--- config.mk ---
export PLATFORM = sky130hd
export DESIGN_NAME = spb_bridge_ctrl
export DESIGN_NICKNAME = d
export VERILOG_FILES = /design/src/inc/spb_pkg.sv /design/src/core/spb_bridge_ctrl.sv
export SDC_FILE = /design/constraint.sdc
export NUM_CORES = 1
export LEC_CHECK = 0
export ABC_CLOCK_PERIOD_IN_PS = 2130
export BUFFER_PORTS_ARGS = -buffer_cell sky130_fd_sc_hd__buf_2
export CORE_ASPECT_RATIO = 0.9
export CORE_UTILIZATION = 35
export DETAILED_ROUTE_END_ITERATION = 6
export PLACE_DENSITY_LB_ADDON = 0.1
export SLEW_MARGIN = 5
export SYNTH_ARGS = -nofsm -noshare
export SYNTH_HDL_FRONTEND = slang
export SYNTH_SLANG_ARGS = --single-unit
--- constraint.sdc ---
create_clock -name mclk -period 2.13 [get_ports mclk]
set_clock_uncertainty 0.05 [all_clocks]
set_input_delay 0.213 -clock mclk [delete_from_list [all_inputs] [get_ports mclk]]
set_output_delay 0.213 -clock mclk [all_outputs]
set_load 0.02 [all_outputs]
--- src/inc/spb_pkg.sv ---
// shared constants and types for the switch port bridge control block
package spb_pkg;

  // register word addresses (byte offsets, all multiples of four)
  localparam logic [7:0] SPB_OFS_BRCTL   = 8'h3C;
  localparam logic [7:0] SPB_OFS_PMCAP   = 8'h40;
  localparam logic [7:0] SPB_OFS_CAPPTR  = 8'h34;
  localparam logic [7:0] SPB_OFS_DECODE  = 8'h80;
  localparam logic [7:0] SPB_OFS_DECRES  = 8'h84;
  localparam logic [7:0] SPB_OFS_LOAD    = 8'h88;
  localparam logic [7:0] SPB_OFS_WINHI   = 8'h8C;

  // bridge control field positions in the 3Ch dword
  localparam int SPB_BIT_PERR   = 16;
  localparam int SPB_BIT_SERR   = 17;
  localparam int SPB_BIT_ISA    = 18;
  localparam int SPB_BIT_VGA    = 19;
  localparam int SPB_BIT_VGA16  = 20;
  localparam int SPB_BIT_SBRST  = 22;
  localparam int SPB_BIT_RSVLO  = 28;

  // power management capability constants
  localparam logic [7:0]  SPB_PM_CAPID   = 8'h01;
  localparam logic [7:0]  SPB_NEXT_UP    = 8'h5C;
  localparam logic [7:0]  SPB_NEXT_DN    = 8'h4C;
  localparam logic [2:0]  SPB_PM_REV     = 3'h3;
  localparam logic [7:0]  SPB_CAP_PTR    = 8'h40;
  localparam logic        SPB_DSI_RST    = 1'h0;
  localparam logic [2:0]  SPB_AUX_RST    = 3'h7;
  localparam logic [1:0]  SPB_D1D2_RST   = 2'h3;
  localparam logic [4:0]  SPB_PME_RST    = 5'h1F;

  // legacy display and ISA decode constants
  localparam logic [31:0] SPB_VGA_MLO  = 32'h000A_0000;
  localparam logic [31:0] SPB_VGA_MHI  = 32'h000B_FFFF;
  localparam logic [9:0]  SPB_VIO_ALO  = 10'h3B0;
  localparam logic [9:0]  SPB_VIO_AHI  = 10'h3BB;
  localparam logic [9:0]  SPB_VIO_BLO  = 10'h3C0;
  localparam logic [9:0]  SPB_VIO_BHI  = 10'h3DF;
  localparam logic [9:0]  SPB_ISA_TOP  = 10'h100;
  localparam logic [15:0] SPB_IO64K_HI = 16'h0000;

  // read-only capability fields that a sideband loader may override
  typedef struct packed {
    logic [4:0] pmeSupport;
    logic [1:0] d1d2Support;
    logic [2:0] auxCurrent;
    logic       devSpecInit;
  } spb_pmfield_t;

  localparam spb_pmfield_t SPB_PMF_RST =
    '{SPB_PME_RST, SPB_D1D2_RST, SPB_AUX_RST, SPB_DSI_RST};

  // decode result flags
  typedef struct packed {
    logic fwdDown;
    logic fwdUp;
    logic vgaHit;
  } spb_route_t;

endpackage

--- src/core/spb_bridge_ctrl.sv ---
// bridge control and power management capability register bank of one port
`timescale 1ns/1ps

module spb_bridge_ctrl
  import spb_pkg::*;
#(
  parameter bit IS_UPSTREAM = 1'b0,
  parameter int NUM_DOWN    = 2
)(
  input  wire logic                mclk,
  input  wire logic                rst_b,
  input  wire logic [7:0]          avsAddress,
  input  wire logic                avsRead,
  input  wire logic                avsWrite,
  input  wire logic [31:0]         avsWriteData,
  input  wire logic [3:0]          avsByteEnable,
  output logic      [31:0]         avsReadData,
  output logic                     avsWaitRequest,
  input  wire logic                pmLoadValid,
  input  wire spb_pmfield_t        pmLoadData,
  input  wire logic                upSecResetIn,
  output logic                     poisonDetectEn,
  output logic                     secondary_error_forward_enable,
  output logic                     hotResetReq,
  output logic      [NUM_DOWN-1:0] portRst_b,
  output spb_route_t               routeResult
);

  ////////////////////////////////////////////////////////////////////////////
  // register state
  logic [6:0]   brCtl_q;    // bits 22:16 of 3Ch, bit 21 (index 5) held at zero
  logic [3:0]   brRsv_q;    // reserved 31:28, preserved
  spb_pmfield_t pmf_q;
  logic [31:0]  decAddr_q;  // address presented to the route decoder
  logic         decIsIo_q;  // 1 = I/O access, 0 = memory
  logic [31:0]  ioWinLo_q;
  logic [31:0]  ioWinHi_q;
  logic         ackPend_q;
  logic [1:0]   upRstSync_q;
  logic         wrHit;

  // byte-lane merge used by every writable register except decIsIo_q, which takes lane 0 alone
  function automatic logic [31:0] beMerge(input logic [31:0] old,
                                          input logic [31:0] wd,
                                          input logic [3:0]  be);
    logic [31:0] r;
    r = old;
    for (int i = 0; i < 4; i++) begin
      if (be[i]) begin
        r[i*8 +: 8] = wd[i*8 +: 8];
      end
    end
    return r;
  endfunction

  // composed register images
  function automatic logic [31:0] brImage(input logic [6:0] c,
                                          input logic [3:0] rs);
    logic [31:0] v;
    v = 32'h0000_0000;
    v[SPB_BIT_PERR]  = c[0];
    v[SPB_BIT_SERR]  = c[1];
    v[SPB_BIT_ISA]   = c[2];
    v[SPB_BIT_VGA]   = c[3];
    v[SPB_BIT_VGA16] = c[4];
    v[SPB_BIT_SBRST] = c[6];
    v[31:SPB_BIT_RSVLO] = rs;
    return v;
  endfunction

  logic [31:0] pmImage;
  logic [31:0] brNow;
  // capability header, read-only fields from the loaded copy
  always_comb begin
    pmImage        = 32'h0000_0000;
    pmImage[7:0]   = SPB_PM_CAPID;
    pmImage[15:8]  = IS_UPSTREAM ? SPB_NEXT_UP : SPB_NEXT_DN;
    pmImage[18:16] = SPB_PM_REV;
    pmImage[21]    = pmf_q.devSpecInit;
    pmImage[24:22] = pmf_q.auxCurrent;
    pmImage[26:25] = pmf_q.d1d2Support;
    pmImage[31:27] = pmf_q.pmeSupport;
  end
  assign brNow = brImage(brCtl_q, brRsv_q);

  ////////////////////////////////////////////////////////////////////////////
  // bus handshake: one wait cycle, answer on the second edge
  always_ff @(posedge mclk or negedge rst_b) begin
    if (!rst_b) begin
      ackPend_q <= 1'b0;
    end else begin
      ackPend_q <= (avsRead | avsWrite) & ~ackPend_q;
    end
  end
  // waitrequest from its own flop, high in reset and on the taking edge
  always_ff @(posedge mclk or negedge rst_b) begin
    if (!rst_b) begin
      avsWaitRequest <= 1'b1;
    end else begin
      avsWaitRequest <= ~((avsRead | avsWrite) & avsWaitRequest);
    end
  end
  assign wrHit = avsWrite & ackPend_q;

  // read data, registered at the taking edge and held for the answering edge
  always_ff @(posedge mclk or negedge rst_b) begin
    if (!rst_b) begin
      avsReadData <= 32'h0000_0000;
    end else if (avsRead & ~ackPend_q) begin
      unique case (avsAddress)
        SPB_OFS_CAPPTR: avsReadData <= {24'h000000, SPB_CAP_PTR};
        SPB_OFS_BRCTL:  avsReadData <= brNow;
        SPB_OFS_PMCAP:  avsReadData <= pmImage;
        SPB_OFS_DECODE: avsReadData <= decAddr_q;
        SPB_OFS_DECRES: avsReadData <= {28'h0000000, decIsIo_q,
                                        routeResult};
        default:        avsReadData <= 32'h0000_0000;
      endcase
    end
  end

  ////////////////////////////////////////////////////////////////////////////
  // bridge control writes, upper half only, byte-lane granular
  always_ff @(posedge mclk or negedge rst_b) begin
    logic [31:0] m;
    if (!rst_b) begin
      brCtl_q <= 7'h00;
      brRsv_q <= 4'h0;
    end else if (wrHit && avsAddress == SPB_OFS_BRCTL) begin
      m = beMerge(brNow, avsWriteData, avsByteEnable);
      brCtl_q[0] <= m[SPB_BIT_PERR];
      brCtl_q[1] <= m[SPB_BIT_SERR];
      brCtl_q[2] <= m[SPB_BIT_ISA];
      brCtl_q[3] <= m[SPB_BIT_VGA];
      brCtl_q[4] <= m[SPB_BIT_VGA16];
      brCtl_q[5] <= 1'b0;
      brCtl_q[6] <= m[SPB_BIT_SBRST];
      brRsv_q    <= m[31:SPB_BIT_RSVLO];
    end
  end

  // decode probe and window registers
  always_ff @(posedge mclk or negedge rst_b) begin
    if (!rst_b) begin
      decAddr_q <= 32'h0000_0000;
      decIsIo_q <= 1'b0;
      ioWinLo_q <= 32'h0000_0000;
      ioWinHi_q <= 32'h0000_0000;
    end else if (wrHit) begin
      unique case (avsAddress)
        SPB_OFS_DECODE: decAddr_q <= beMerge(decAddr_q, avsWriteData,
                                             avsByteEnable);
        SPB_OFS_DECRES: decIsIo_q <= avsByteEnable[0] ? avsWriteData[3]
                                                      : decIsIo_q;
        SPB_OFS_LOAD:   ioWinLo_q <= beMerge(ioWinLo_q, avsWriteData,
                                             avsByteEnable);
        SPB_OFS_WINHI:  ioWinHi_q <= beMerge(ioWinHi_q, avsWriteData,
                                             avsByteEnable);
        default:        ;
      endcase
    end
  end

  // capability defaults, overridden by the sideband loader
  always_ff @(posedge mclk or negedge rst_b) begin
    if (!rst_b) begin
      pmf_q <= SPB_PMF_RST;
    end else if (pmLoadValid) begin
      pmf_q <= pmLoadData;
    end
  end

  ////////////////////////////////////////////////////////////////////////////
  // forwarding decision for the probed address
  logic inWin;
  logic isaHole;
  logic vgaIo;
  logic vgaMem;
  logic first64k;
  always_comb begin
    inWin    = decAddr_q >= ioWinLo_q && decAddr_q <= ioWinHi_q;
    first64k = decAddr_q[31:16] == SPB_IO64K_HI;
    // top 768 bytes of each 1KB block in the first 64KB: offset 100h..3FFh
    isaHole  = first64k && decAddr_q[9:0] >= SPB_ISA_TOP;
    vgaIo    = first64k
             && ((decAddr_q[9:0] >= SPB_VIO_ALO && decAddr_q[9:0] <= SPB_VIO_AHI)
              || (decAddr_q[9:0] >= SPB_VIO_BLO && decAddr_q[9:0] <= SPB_VIO_BHI))
             && (!brCtl_q[4] || decAddr_q[15:10] == 6'h00);
    vgaMem   = decAddr_q >= SPB_VGA_MLO && decAddr_q <= SPB_VGA_MHI;
  end

  always_ff @(posedge mclk or negedge rst_b) begin
    if (!rst_b) begin
      routeResult <= '0;
    end else begin
      routeResult.vgaHit  <= brCtl_q[3] & (decIsIo_q ? vgaIo : vgaMem);
      routeResult.fwdUp   <= decIsIo_q & inWin & brCtl_q[2] & isaHole
                           & ~(brCtl_q[3] & vgaIo);
      routeResult.fwdDown <= (decIsIo_q & inWin
                              & ~(brCtl_q[2] & isaHole))
                           | (brCtl_q[3] & decIsIo_q & vgaIo)
                           | (brCtl_q[3] & ~decIsIo_q & vgaMem);
    end
  end

  ////////////////////////////////////////////////////////////////////////////
  // upstream secondary reset level from another port, synchronised
  always_ff @(posedge mclk or negedge rst_b) begin
    if (!rst_b) begin
      upRstSync_q <= 2'b00;
    end else begin
      upRstSync_q <= {upRstSync_q[0], upSecResetIn};
    end
  end

  // control outputs
  always_ff @(posedge mclk or negedge rst_b) begin
    if (!rst_b) begin
      poisonDetectEn                 <= 1'b0;
      secondary_error_forward_enable <= 1'b0;
      hotResetReq                    <= 1'b0;
      portRst_b                      <= '1;
    end else begin
      poisonDetectEn                 <= brCtl_q[0];
      secondary_error_forward_enable <= brCtl_q[1];
      hotResetReq                    <= brCtl_q[6];
      if (IS_UPSTREAM) begin
        portRst_b <= {NUM_DOWN{~brCtl_q[6]}};
      end else begin
        portRst_b <= {NUM_DOWN{~(brCtl_q[6] | upRstSync_q[1])}};
      end
    end
  end

  ////////////////////////////////////////////////////////////////////////////
  // checks

  // bus handshake and read data
  a_write_ack: assert property (
    @(posedge mclk) disable iff (!rst_b)
    (avsRead || avsWrite) && avsWaitRequest |=> !avsWaitRequest)
    else $error("bus answer late");
  a_wait_single: assert property (
    @(posedge mclk) disable iff (!rst_b)
    !avsWaitRequest |=> avsWaitRequest)
    else $error("waitrequest low for more than one cycle");
  a_read_capptr: assert property (
    @(posedge mclk) disable iff (!rst_b)
    avsRead && avsWaitRequest && avsAddress == SPB_OFS_CAPPTR
    |=> avsReadData == {24'h000000, SPB_CAP_PTR})
    else $error("capability pointer read wrong");
  a_read_pmcap: assert property (
    @(posedge mclk) disable iff (!rst_b)
    avsRead && avsWaitRequest && avsAddress == SPB_OFS_PMCAP
    |=> avsReadData == $past(pmImage))
    else $error("capability header read wrong");

  // bridge control bits and the outputs they drive
  a_reset_follows_bit: assert property (
    @(posedge mclk) disable iff (!rst_b)
    brCtl_q[6] |=> portRst_b == '0)
    else $error("port reset not asserted after secondary reset bit");
  a_hot_reset_out: assert property (
    @(posedge mclk) disable iff (!rst_b)
    hotResetReq == $past(brCtl_q[6]))
    else $error("hot reset request does not follow bit");
  a_port_release: assert property (
    @(posedge mclk) disable iff (!rst_b)
    !brCtl_q[6] && !upRstSync_q[1] |=> portRst_b == '1)
    else $error("port reset held without cause");
  a_up_reset_fan: assert property (
    @(posedge mclk) disable iff (!rst_b)
    !IS_UPSTREAM && upRstSync_q[1] |=> portRst_b == '0)
    else $error("upstream reset not fanned out");
  a_hardwired_zero: assert property (
    @(posedge mclk) disable iff (!rst_b)
    brNow[21] == 1'b0 && brNow[27:23] == 5'h00)
    else $error("hardwired bridge control bits not zero");
  a_rsvd_written: assert property (
    @(posedge mclk) disable iff (!rst_b)
    wrHit && avsAddress == SPB_OFS_BRCTL && avsByteEnable[3]
    |=> brRsv_q == $past(avsWriteData[31:28]))
    else $error("reserved bits not kept as written");
  a_rsvd_kept: assert property (
    @(posedge mclk) disable iff (!rst_b)
    wrHit && avsAddress == SPB_OFS_BRCTL && !avsByteEnable[3]
    |=> $stable(brRsv_q))
    else $error("reserved bits changed by masked write");
  a_poison_enable: assert property (
    @(posedge mclk) disable iff (!rst_b)
    wrHit && avsAddress == SPB_OFS_BRCTL && avsByteEnable[2]
    |=> ##1 poisonDetectEn == $past(avsWriteData[SPB_BIT_PERR], 2))
    else $error("poison enable does not follow write");
  a_poison_follow: assert property (
    @(posedge mclk) disable iff (!rst_b)
    poisonDetectEn == $past(brCtl_q[0]))
    else $error("poison enable mismatch");
  a_error_forward: assert property (
    @(posedge mclk) disable iff (!rst_b)
    secondary_error_forward_enable == $past(brCtl_q[1]))
    else $error("error forward enable mismatch");
  a_sbrst_write: assert property (
    @(posedge mclk) disable iff (!rst_b)
    wrHit && avsAddress == SPB_OFS_BRCTL && avsByteEnable[2]
    |=> brCtl_q[6] == $past(avsWriteData[SPB_BIT_SBRST]))
    else $error("secondary reset bit does not follow write");
  a_lane_masked: assert property (
    @(posedge mclk) disable iff (!rst_b)
    wrHit && avsAddress == SPB_OFS_BRCTL && !avsByteEnable[2]
    |=> $stable(brCtl_q))
    else $error("control bits changed by masked write");

  // capability header
  a_cap_header: assert property (
    @(posedge mclk) disable iff (!rst_b)
    pmImage[7:0] == SPB_PM_CAPID && pmImage[20:16] == 5'h03)
    else $error("capability header constant wrong");
  a_next_pointer: assert property (
    @(posedge mclk) disable iff (!rst_b)
    pmImage[15:8] == (IS_UPSTREAM ? SPB_NEXT_UP : SPB_NEXT_DN))
    else $error("next pointer wrong");
  a_loader_fields: assert property (
    @(posedge mclk) disable iff (!rst_b)
    pmLoadValid |=> pmImage[31:21] == $past(pmLoadData))
    else $error("loaded capability fields not shown");
  a_ro_ignored: assert property (
    @(posedge mclk) disable iff (!rst_b)
    wrHit && avsAddress == SPB_OFS_PMCAP && !pmLoadValid
    |=> $stable(pmf_q))
    else $error("read-only capability fields changed by write");

  // forwarding decision
  a_vga_memory: assert property (
    @(posedge mclk) disable iff (!rst_b)
    !brCtl_q[3] && !decIsIo_q |=> !routeResult.fwdDown)
    else $error("display memory forwarded while disabled");
  a_vga_mem_fwd: assert property (
    @(posedge mclk) disable iff (!rst_b)
    brCtl_q[3] && !decIsIo_q && vgaMem
    |=> routeResult.fwdDown && routeResult.vgaHit)
    else $error("display memory not forwarded");
  a_isa_route: assert property (
    @(posedge mclk) disable iff (!rst_b)
    decIsIo_q && inWin && !brCtl_q[2] && !brCtl_q[3]
    |=> routeResult.fwdDown && !routeResult.fwdUp)
    else $error("window not forwarded downstream");
  a_isa_upstream: assert property (
    @(posedge mclk) disable iff (!rst_b)
    decIsIo_q && inWin && brCtl_q[2] && isaHole && !brCtl_q[3]
    |=> routeResult.fwdUp && !routeResult.fwdDown)
    else $error("legacy I/O hole not sent upstream");
  a_mem_no_up: assert property (
    @(posedge mclk) disable iff (!rst_b)
    !decIsIo_q |=> !routeResult.fwdUp)
    else $error("memory access sent upstream");
  a_vga_io: assert property (
    @(posedge mclk) disable iff (!rst_b)
    brCtl_q[3] && decIsIo_q && vgaIo
    |=> routeResult.fwdDown && routeResult.vgaHit && !routeResult.fwdUp)
    else $error("display I/O not forwarded");
  a_vga16_decode: assert property (
    @(posedge mclk) disable iff (!rst_b)
    brCtl_q[4] && decAddr_q[15:10] != 6'h00 |-> !vgaIo)
    else $error("sixteen-bit display decode too wide");

endmodule

==> results.md, run 1 <==
- Status: complete, but fails checks
- Failing checks: negative setup slack
- Power density over the cells: 658.0 nW/um^2
- Minimum clock period: 2223 ps
- CTS H-tree depth: 4
- Setup TNS: -93.35 ps
- Via/cell ratio: 4.950
- Max cap viols: 0
- Die H: 145.1 um
- Setup violators final: 1
- Synth area leader: dfrtp_1
- Vias: 6099
- GRT Total Usage: 19.82%
- #FFs+latches synth: 161
- Layout cells sized above 1: 39.89%
- Yosys top cell area share: 46.82%
- Avg Cell Area, Syn: 11.39 sq um
- Worst slew pin tran: 501.1 ps
- Fin worst setup slack: -93.35 ps
- Drt wl/cell: 17.89 um
- Hold-critical path depth: 2
- Final Max Slew Viols: 0
- Clk Latency, worst-skew pair: 430 ps
- Clk sink count: 161
- Post-synth EDFFs: 0
- Overflow after GRT: 0
- CP endpoint kind: flop
- Worst r2r dst: routeResult[2]
- RSZ-0062 raised after global routing: yes
- Worst R2R Path Depth: 7
- Worst-path maximum fanout: 2
- Count of different cell masters after synthesis: 47
- Leakage: 0.005355 uW
- Die W: 161.0 um
- Part of the cycle the worst path needs: 104.4%
- Layer with the highest usage: met2
- Area of the core: 21950 sq um
- Synth Instances: 699
- Num CTS Buffers: 17
- Clock tree from TritonCTS: built
- Largest net degree at the start of global routing: 92
- Top_reg_cell synth: dfrtp_1
- Total power: 6968 uW
- Most common cell in the netlist: dfrtp_1
- M3 GR Usage: 3.659%
- Full die area: 23360 sq um
- Max stage delay cell, worst path: dfrtp_1
- Crit-path max cell delay: 380 ps
- R2R setup slack: -90 ps
- Top cells by area, synth: dfrtp_1 (47%), mux2_2 (15%), ha_1 (10%)
- Final Util: 48.24%
- Reg-to-reg critical path startpoint: decAddr_q[1]
- Hpwl dp: 16360 um
- Syn_nets: 824
- Global-route wire length before repair: 35480 um
- Starting Density: 36.28%
- Clock slew at reported path FFs: 60 ps
- Async set or reset register ratio after synthesis: 100.0%
- Final hold vios: 0
- DRC viols: 0
- Final wirelength: 22050 um
- Total number of yosys warnings: 0
- Maximum buffer depth of the clock tree: 2
- Worst setup SP type: flop
- Kind of critical path: flop to flop
- Commonest cells in the netlist: dfrtp_1 (149), mux2_2 (106), nand2_1 (78)
- DP Worst Slack: -300.2 ps
- Critical path arrival: 2500 ps
- Io pins: 102
- Peak supply drop: 445.4 uV
- Hold Crit Start: avsWriteData[6]
- RD Place Congestion: 0.8718
- Vias in the first global route: 6595
- Initial antenna violation count: 1
- Synth Cell Area: 7964 sq um
- M1 GR Usage: 27.00%
- Worst EP required: 2400 ps
- Register area share after synthesis: 50.78%
- Final nets: 1053
- Hold_ws: 11.37 ps
- Slew margin rel.: 66.59%
- Fmax: 449.8 MHz
- Met2 Usage GRT: 31.94%
- Hold Path Sink: decAddr_q[6]
- Worst-path cell chain: ha_1 > nor2b_1 > o211ai_1 > a2111oi_4 > nor4b_4 > o22ai_4 > o31ai_4
- Hold Crit Class: input pin to flop
- Detail Route Antenna Nets: 0
- IO buf count: 101
- CTS Root Cell: clkbuf_16
- Area growth, synth to finish: 32.96%
- Iteration-0 DRC Markers: 334
- Drt first pass iters: 4
- Floorplan row count: 51
final cells by class:
type / instances / area (sq um)
diodes: 1 / 2.502
clock buffers: 22 / 474.2
clock inverters: 9 / 131.4
fillers: 2072 / 11360
inverters: 66 / 247.7
multi-input cells: 452 / 3734
flip-flops and latches: 161 / 4045
well taps: 291 / 364.1
repair buffers: 230 / 1590
per-layer routing:
metal,share of wire (%),vias to the layer above
met1,48,3029
met5,0,-
met2,47,127
li1,-,2924
met4,1.5,0
met3,3.7,19
cell usage in the layout (no fill, tap or decap), types with 10 or more instances in the layout:
cell type | synthesis | layout
buf_4 | 1 | 93
ha_1 | 64 | 63
o21ai_0 | 50 | 48
a21oi_1 | 29 | 29
dfstp_2 | 12 | 12
mux2_2 | 106 | 106
dfrtp_1 | 149 | 148
clkbuf_16 | 0 | 17
nand2_1 | 78 | 76
buf_2 | 7 | 100
dlygate4sd3_1 | 0 | 34
nand4_1 | 10 | 10
nand3_1 | 13 | 13
nor2_1 | 16 | 13
inv_1 | 66 | 66
a22oi_1 | 12 | 12
cells by family after synthesis:
group / synth area share, %
compound gates: 9.238
fa+ha+maj: 10.06
buf+inv: 4.305
mux: 15.54
flops: 50.78
simple gates: 10.09
timing repair:
action,CTS,global route
buffers inserted,9,1
hold endpoints to repair,209,0
hold buffers,34,0
pin swaps,15,2
endpoints found under the setup margin,2,2
resized for setup,21,8
worst max-delay path, delay by kind of cell (launching register included):
kind	cells	cell delay (ps)
AO/OA/AOI/OAI	4	870
AND/OR/NAND/NOR	2	500
adder cells (fa/ha/maj)	1	300
flip-flops	1	380
how the worst max path moves through the flow:
| stage | startpoint | end | slack (ps) | cells past startpoint |
|---|---|---|---|---|
| after detailed placement | decAddr_q[14] | routeResult[2] | -300 | 8 |
| after global placement | decAddr_q[14] | routeResult[2] | -390 | 8 |
| after CTS | decAddr_q[13] | routeResult[2] | -70 | 7 |
| after global routing | decAddr_q[26] | routeResult[2] | -180 | 9 |
| final | decAddr_q[1] | routeResult[2] | -90 | 7 |
| after floorplan | decAddr_q[30] | routeResult[2] | 250 | 7 |
metrics by stage:
| step | instance area [sq um] | cells |
|---|---|---|
| floorplan | 7964 | 699 |
| global route | 10590 | 1231 |
| finish | 10590 | 1232 |
| global placement | 9430 | 1158 |
| CTS | 10520 | 1230 |
| detailed placement | 9430 | 1158 |
registers in the layout, indices dropped and copies added, names as in the netlist, 2 cells and up:
| name | count |
|---|---|
| brRsv_q | 4 |
| decAddr_q | 32 |
| brCtl_q | 6 |
| ioWinHi_q | 32 |
| avsReadData | 32 |
| pmImage | 11 |
| routeResult | 3 |
| upRstSync_q | 2 |
| ioWinLo_q | 32 |
report_power, final:
part	switching [uW]	internal [uW]
Clock	1250	1930
Sequential	37.1	3140
Combinational	338	283
Total	1620	5350
Note: power is estimated with default switching activity, not from simulation.
==> inputs of run 2 (changes only) <==
--- a/config.mk
+++ b/config.mk
@@ -7,11 +7,12 @@
 export LEC_CHECK = 0
 export ABC_CLOCK_PERIOD_IN_PS = 2130
 export BUFFER_PORTS_ARGS = -buffer_cell sky130_fd_sc_hd__buf_2
+export CELL_PAD_IN_SITES_DETAIL_PLACEMENT = 0
+export CELL_PAD_IN_SITES_GLOBAL_PLACEMENT = 1
 export CORE_ASPECT_RATIO = 0.9
 export CORE_UTILIZATION = 35
 export DETAILED_ROUTE_END_ITERATION = 6
 export PLACE_DENSITY_LB_ADDON = 0.1
-export SLEW_MARGIN = 5
 export SYNTH_ARGS = -nofsm -noshare
 export SYNTH_HDL_FRONTEND = slang
 export SYNTH_SLANG_ARGS = --single-unit
==> run 2 against run 1 <==
  * The flow still finishes with violations (negative setup slack)
  * Sequential share of layout area is essentially flat
  * Setup slack lost 220 ps
  * Power grew 2.1%
  * Worst hold slack gained 10 ps
  * Critical path depth grew 1
  * Global-route usage shrank 0.25 points
  * Via count shrank 1.3%
  * Flip-flop and latch count is the same
  * Die area is the same
  * Critical path type unchanged
  * Maximum frequency shrank 9.0%
  * Wire length shrank 1.9%
  * Non-clock buffer count shrank 8
==> results.md, run 2 (same netlist as run 1, synthesis figures left out) <==
- Die H: 145.1 um (unchanged)
- DRC viols: 0 (unchanged)
- Worst R2R Path Depth: 8 (was 7)
- CP endpoint kind: flop (unchanged)
- Drt wl/cell: 17.66 um (was 17.89 um)
- Hold Crit Start: avsWriteData[27] (was avsWriteData[6])
- Commonest cells after routing, fill and taps aside: dfrtp_1 (149), mux2_2 (106), buf_2 (100), buf_4 (79), nand2_1 (75) (was dfrtp_1 (148), mux2_2 (106), buf_2 (100), buf_4 (93), nand2_1 (76))
- Fmax: 409.1 MHz (was 449.8 MHz)
- Maximum buffer depth of the clock tree: 2 (unchanged)
- Failing checks: negative setup slack (unchanged)
- Iteration-0 DRC Markers: 326 (was 334)
- Critical path origin: decAddr_q[13] (was decAddr_q[1])
- Critical Path Sink: routeResult[2] (unchanged)
- Slew margin rel.: 66.05% (was 66.59%)
- Worst slew pin tran: 509.3 ps (was 501.1 ps)
- RD Place Congestion: 0.8064 (was 0.8718)
- Final Max Slew Viols: 0 (unchanged)
- Placement-stage cell area: 9405 sq um (was 9430 sq um)
- Register area: 4044 sq um (was 4045 sq um)
- Largest net degree at the start of global routing: 63 (was 92)
- Floorplan row count: 51 (unchanged)
- Hold Crit Class: input pin to flop (unchanged)
- Global-route wire length before repair: 35240 um (was 35480 um)
- CTS Root Cell: clkbuf_16 (unchanged)
- Vias: 6018 (was 6099)
- Overflow after GRT: 0 (unchanged)
- Reg-to-reg critical path startpoint: decAddr_q[13] (was decAddr_q[1])
- Detail Route Antenna Nets: 0 (unchanged)
- Max stage delay cell, worst path: dfrtp_1 (unchanged)
- Worst r2r dst: routeResult[2] (unchanged)
- Clock tree from TritonCTS: built (unchanged)
- Worst EP required: 2370 ps (was 2400 ps)
- Vias in the first global route: 6381 (was 6595)
- Hpwl dp: 16220 um (was 16360 um)
- Area of the multi-input gates: 3706 sq um (was 3734 sq um)
- Clock slew at reported path FFs: 70 ps (was 60 ps)
- RSZ-0062 raised after global routing: yes (unchanged)
- GRT Total Usage: 19.57% (was 19.82%)
- Worst setup SP type: flop (unchanged)
- Via/cell ratio: 4.913 (was 4.950)
- Worst-path cell chain: ha_4 > nand2_4 > nor4_4 > buf_4 > o41ai_2 > o211ai_1 > a221oi_2 > o31ai_2 (was ha_1 > nor2b_1 > o211ai_1 > a2111oi_4 > nor4b_4 > o22ai_4 > o31ai_4)
- Final Cell Area: 10590 sq um (about the same)
- Number of fillers in the final layout: 2080 (was 2072)
- Area growth, synth to finish: 32.99% (was 32.96%)
- R2R setup slack: -310 ps (was -90 ps)
- IO buf count: 101 (unchanged)
- Fin worst setup slack: -314.2 ps (was -93.35 ps)
- Clk sink count: 161 (unchanged)
- Area of the core: 21950 sq um (unchanged)
- Initial antenna violation count: 1 (unchanged)
- Full die area: 23360 sq um (unchanged)
- Drt first pass iters: 6 (was 4)
- Commonest non-fill, non-tap cell in the layout: dfrtp_1 (unchanged)
- Worst-path maximum fanout: 2 (unchanged)
- Peak supply drop: 396.7 uV (was 445.4 uV)
- Crit-path max cell delay: 420 ps (was 380 ps)
- DP Worst Slack: -787.3 ps (was -300.2 ps)
- Die W: 161.0 um (unchanged)
- Setup TNS: -562.8 ps (was -93.35 ps)
- Minimum clock period: 2444 ps (was 2223 ps)
- Layout cells sized above 1: 39.23% (was 39.89%)
- Power density over the cells: 671.5 nW/um^2 (was 658.0 nW/um^2)
- Part of the cycle the worst path needs: 114.8% (was 104.4%)
- Kind of critical path: flop to flop (unchanged)
- Status: complete, but fails checks (unchanged)
- Num CTS Buffers: 17 (unchanged)
- Max cap viols: 0 (unchanged)
- Io pins: 102 (unchanged)
- Total power: 7112 uW (was 6968 uW)
- CTS H-tree depth: 4 (unchanged)
- Starting Density: 36.28% (unchanged)
- Leakage: 0.005326 uW (was 0.005355 uW)
- Critical path arrival: 2690 ps (was 2500 ps)
- Final hold vios: 0 (unchanged)
- Final wirelength: 21630 um (was 22050 um)
- Final nets: 1045 (was 1053)
- Clk Latency, worst-skew pair: 430 ps (about the same)
- Setup violators final: 2 (was 1)
[run 2: per-stage QoR]
step | util, % | cells | hold slack (ps)
6_report | 48.25 | 1225 | 21.35
5_1_grt | 48.25 | 1225 | 24.71
4_1_cts | 47.78 | 1221 | 9.083
3_5_place_dp | 42.85 | 1148 | 156.8
3_3_place_gp | 42.85 | 1148 | 161.1
2_1_floorplan | - | 699 | -132.6
[run 2: layer usage]
layer / part of all wire, % / track usage [%]
met3: 3.2 / 3.288
met5: 0 / 0
met2: 45 / 30.32
met1: 51 / 28.05
met4: 1.2 / 5.330
[run 2: critical path: cells and delay by family (launching register included)]
family / cells / cell delay [ps]
flip-flops: 1 / 420
AO/OA/AOI/OAI: 4 / 910
AND/OR/NAND/NOR: 2 / 440
adder cells (fa/ha/maj): 1 / 300
buffers and inverters: 1 / 190
[run 2: report_power, final]
part           switching, uW  internal, uW
clock                   1350          2020
combinational            317           263
sequential              36.6          3130
total                   1700          5410
[run 2: what timing repair did]
item                                   4_1_cts  5_1_grt
hold buffers                                36        0
setup buffers                                6        3
cloned                                       0        0
pin swaps                                    8        8
setup endpoints to repair                    2        2
endpoints found under the hold margin      107        0
resized for setup                            8       13
[run 2: area by class of cell]
cell class,count,area share (%)
timing repair buffer,222,14.97
tap,291,3.438
antenna,1,0.02363
multi-input combinational,452,34.99
inverter,66,2.339
clock inverter,14,1.914
clock buffer,18,4.146
sequential,161,38.18
[run 2: worst min path at each step]
stage | end | slack (ps) | depth (start not counted)
after floorplan | ackPend_q | -130 | 0
after global placement | hotResetReq | 160 | 1
after detailed placement | decAddr_q[22] | 160 | 1
after CTS | decAddr_q[27] | 9 | 2
after global routing | ioWinLo_q[27] | 20 | 2
final | ioWinLo_q[27] | 20 | 2
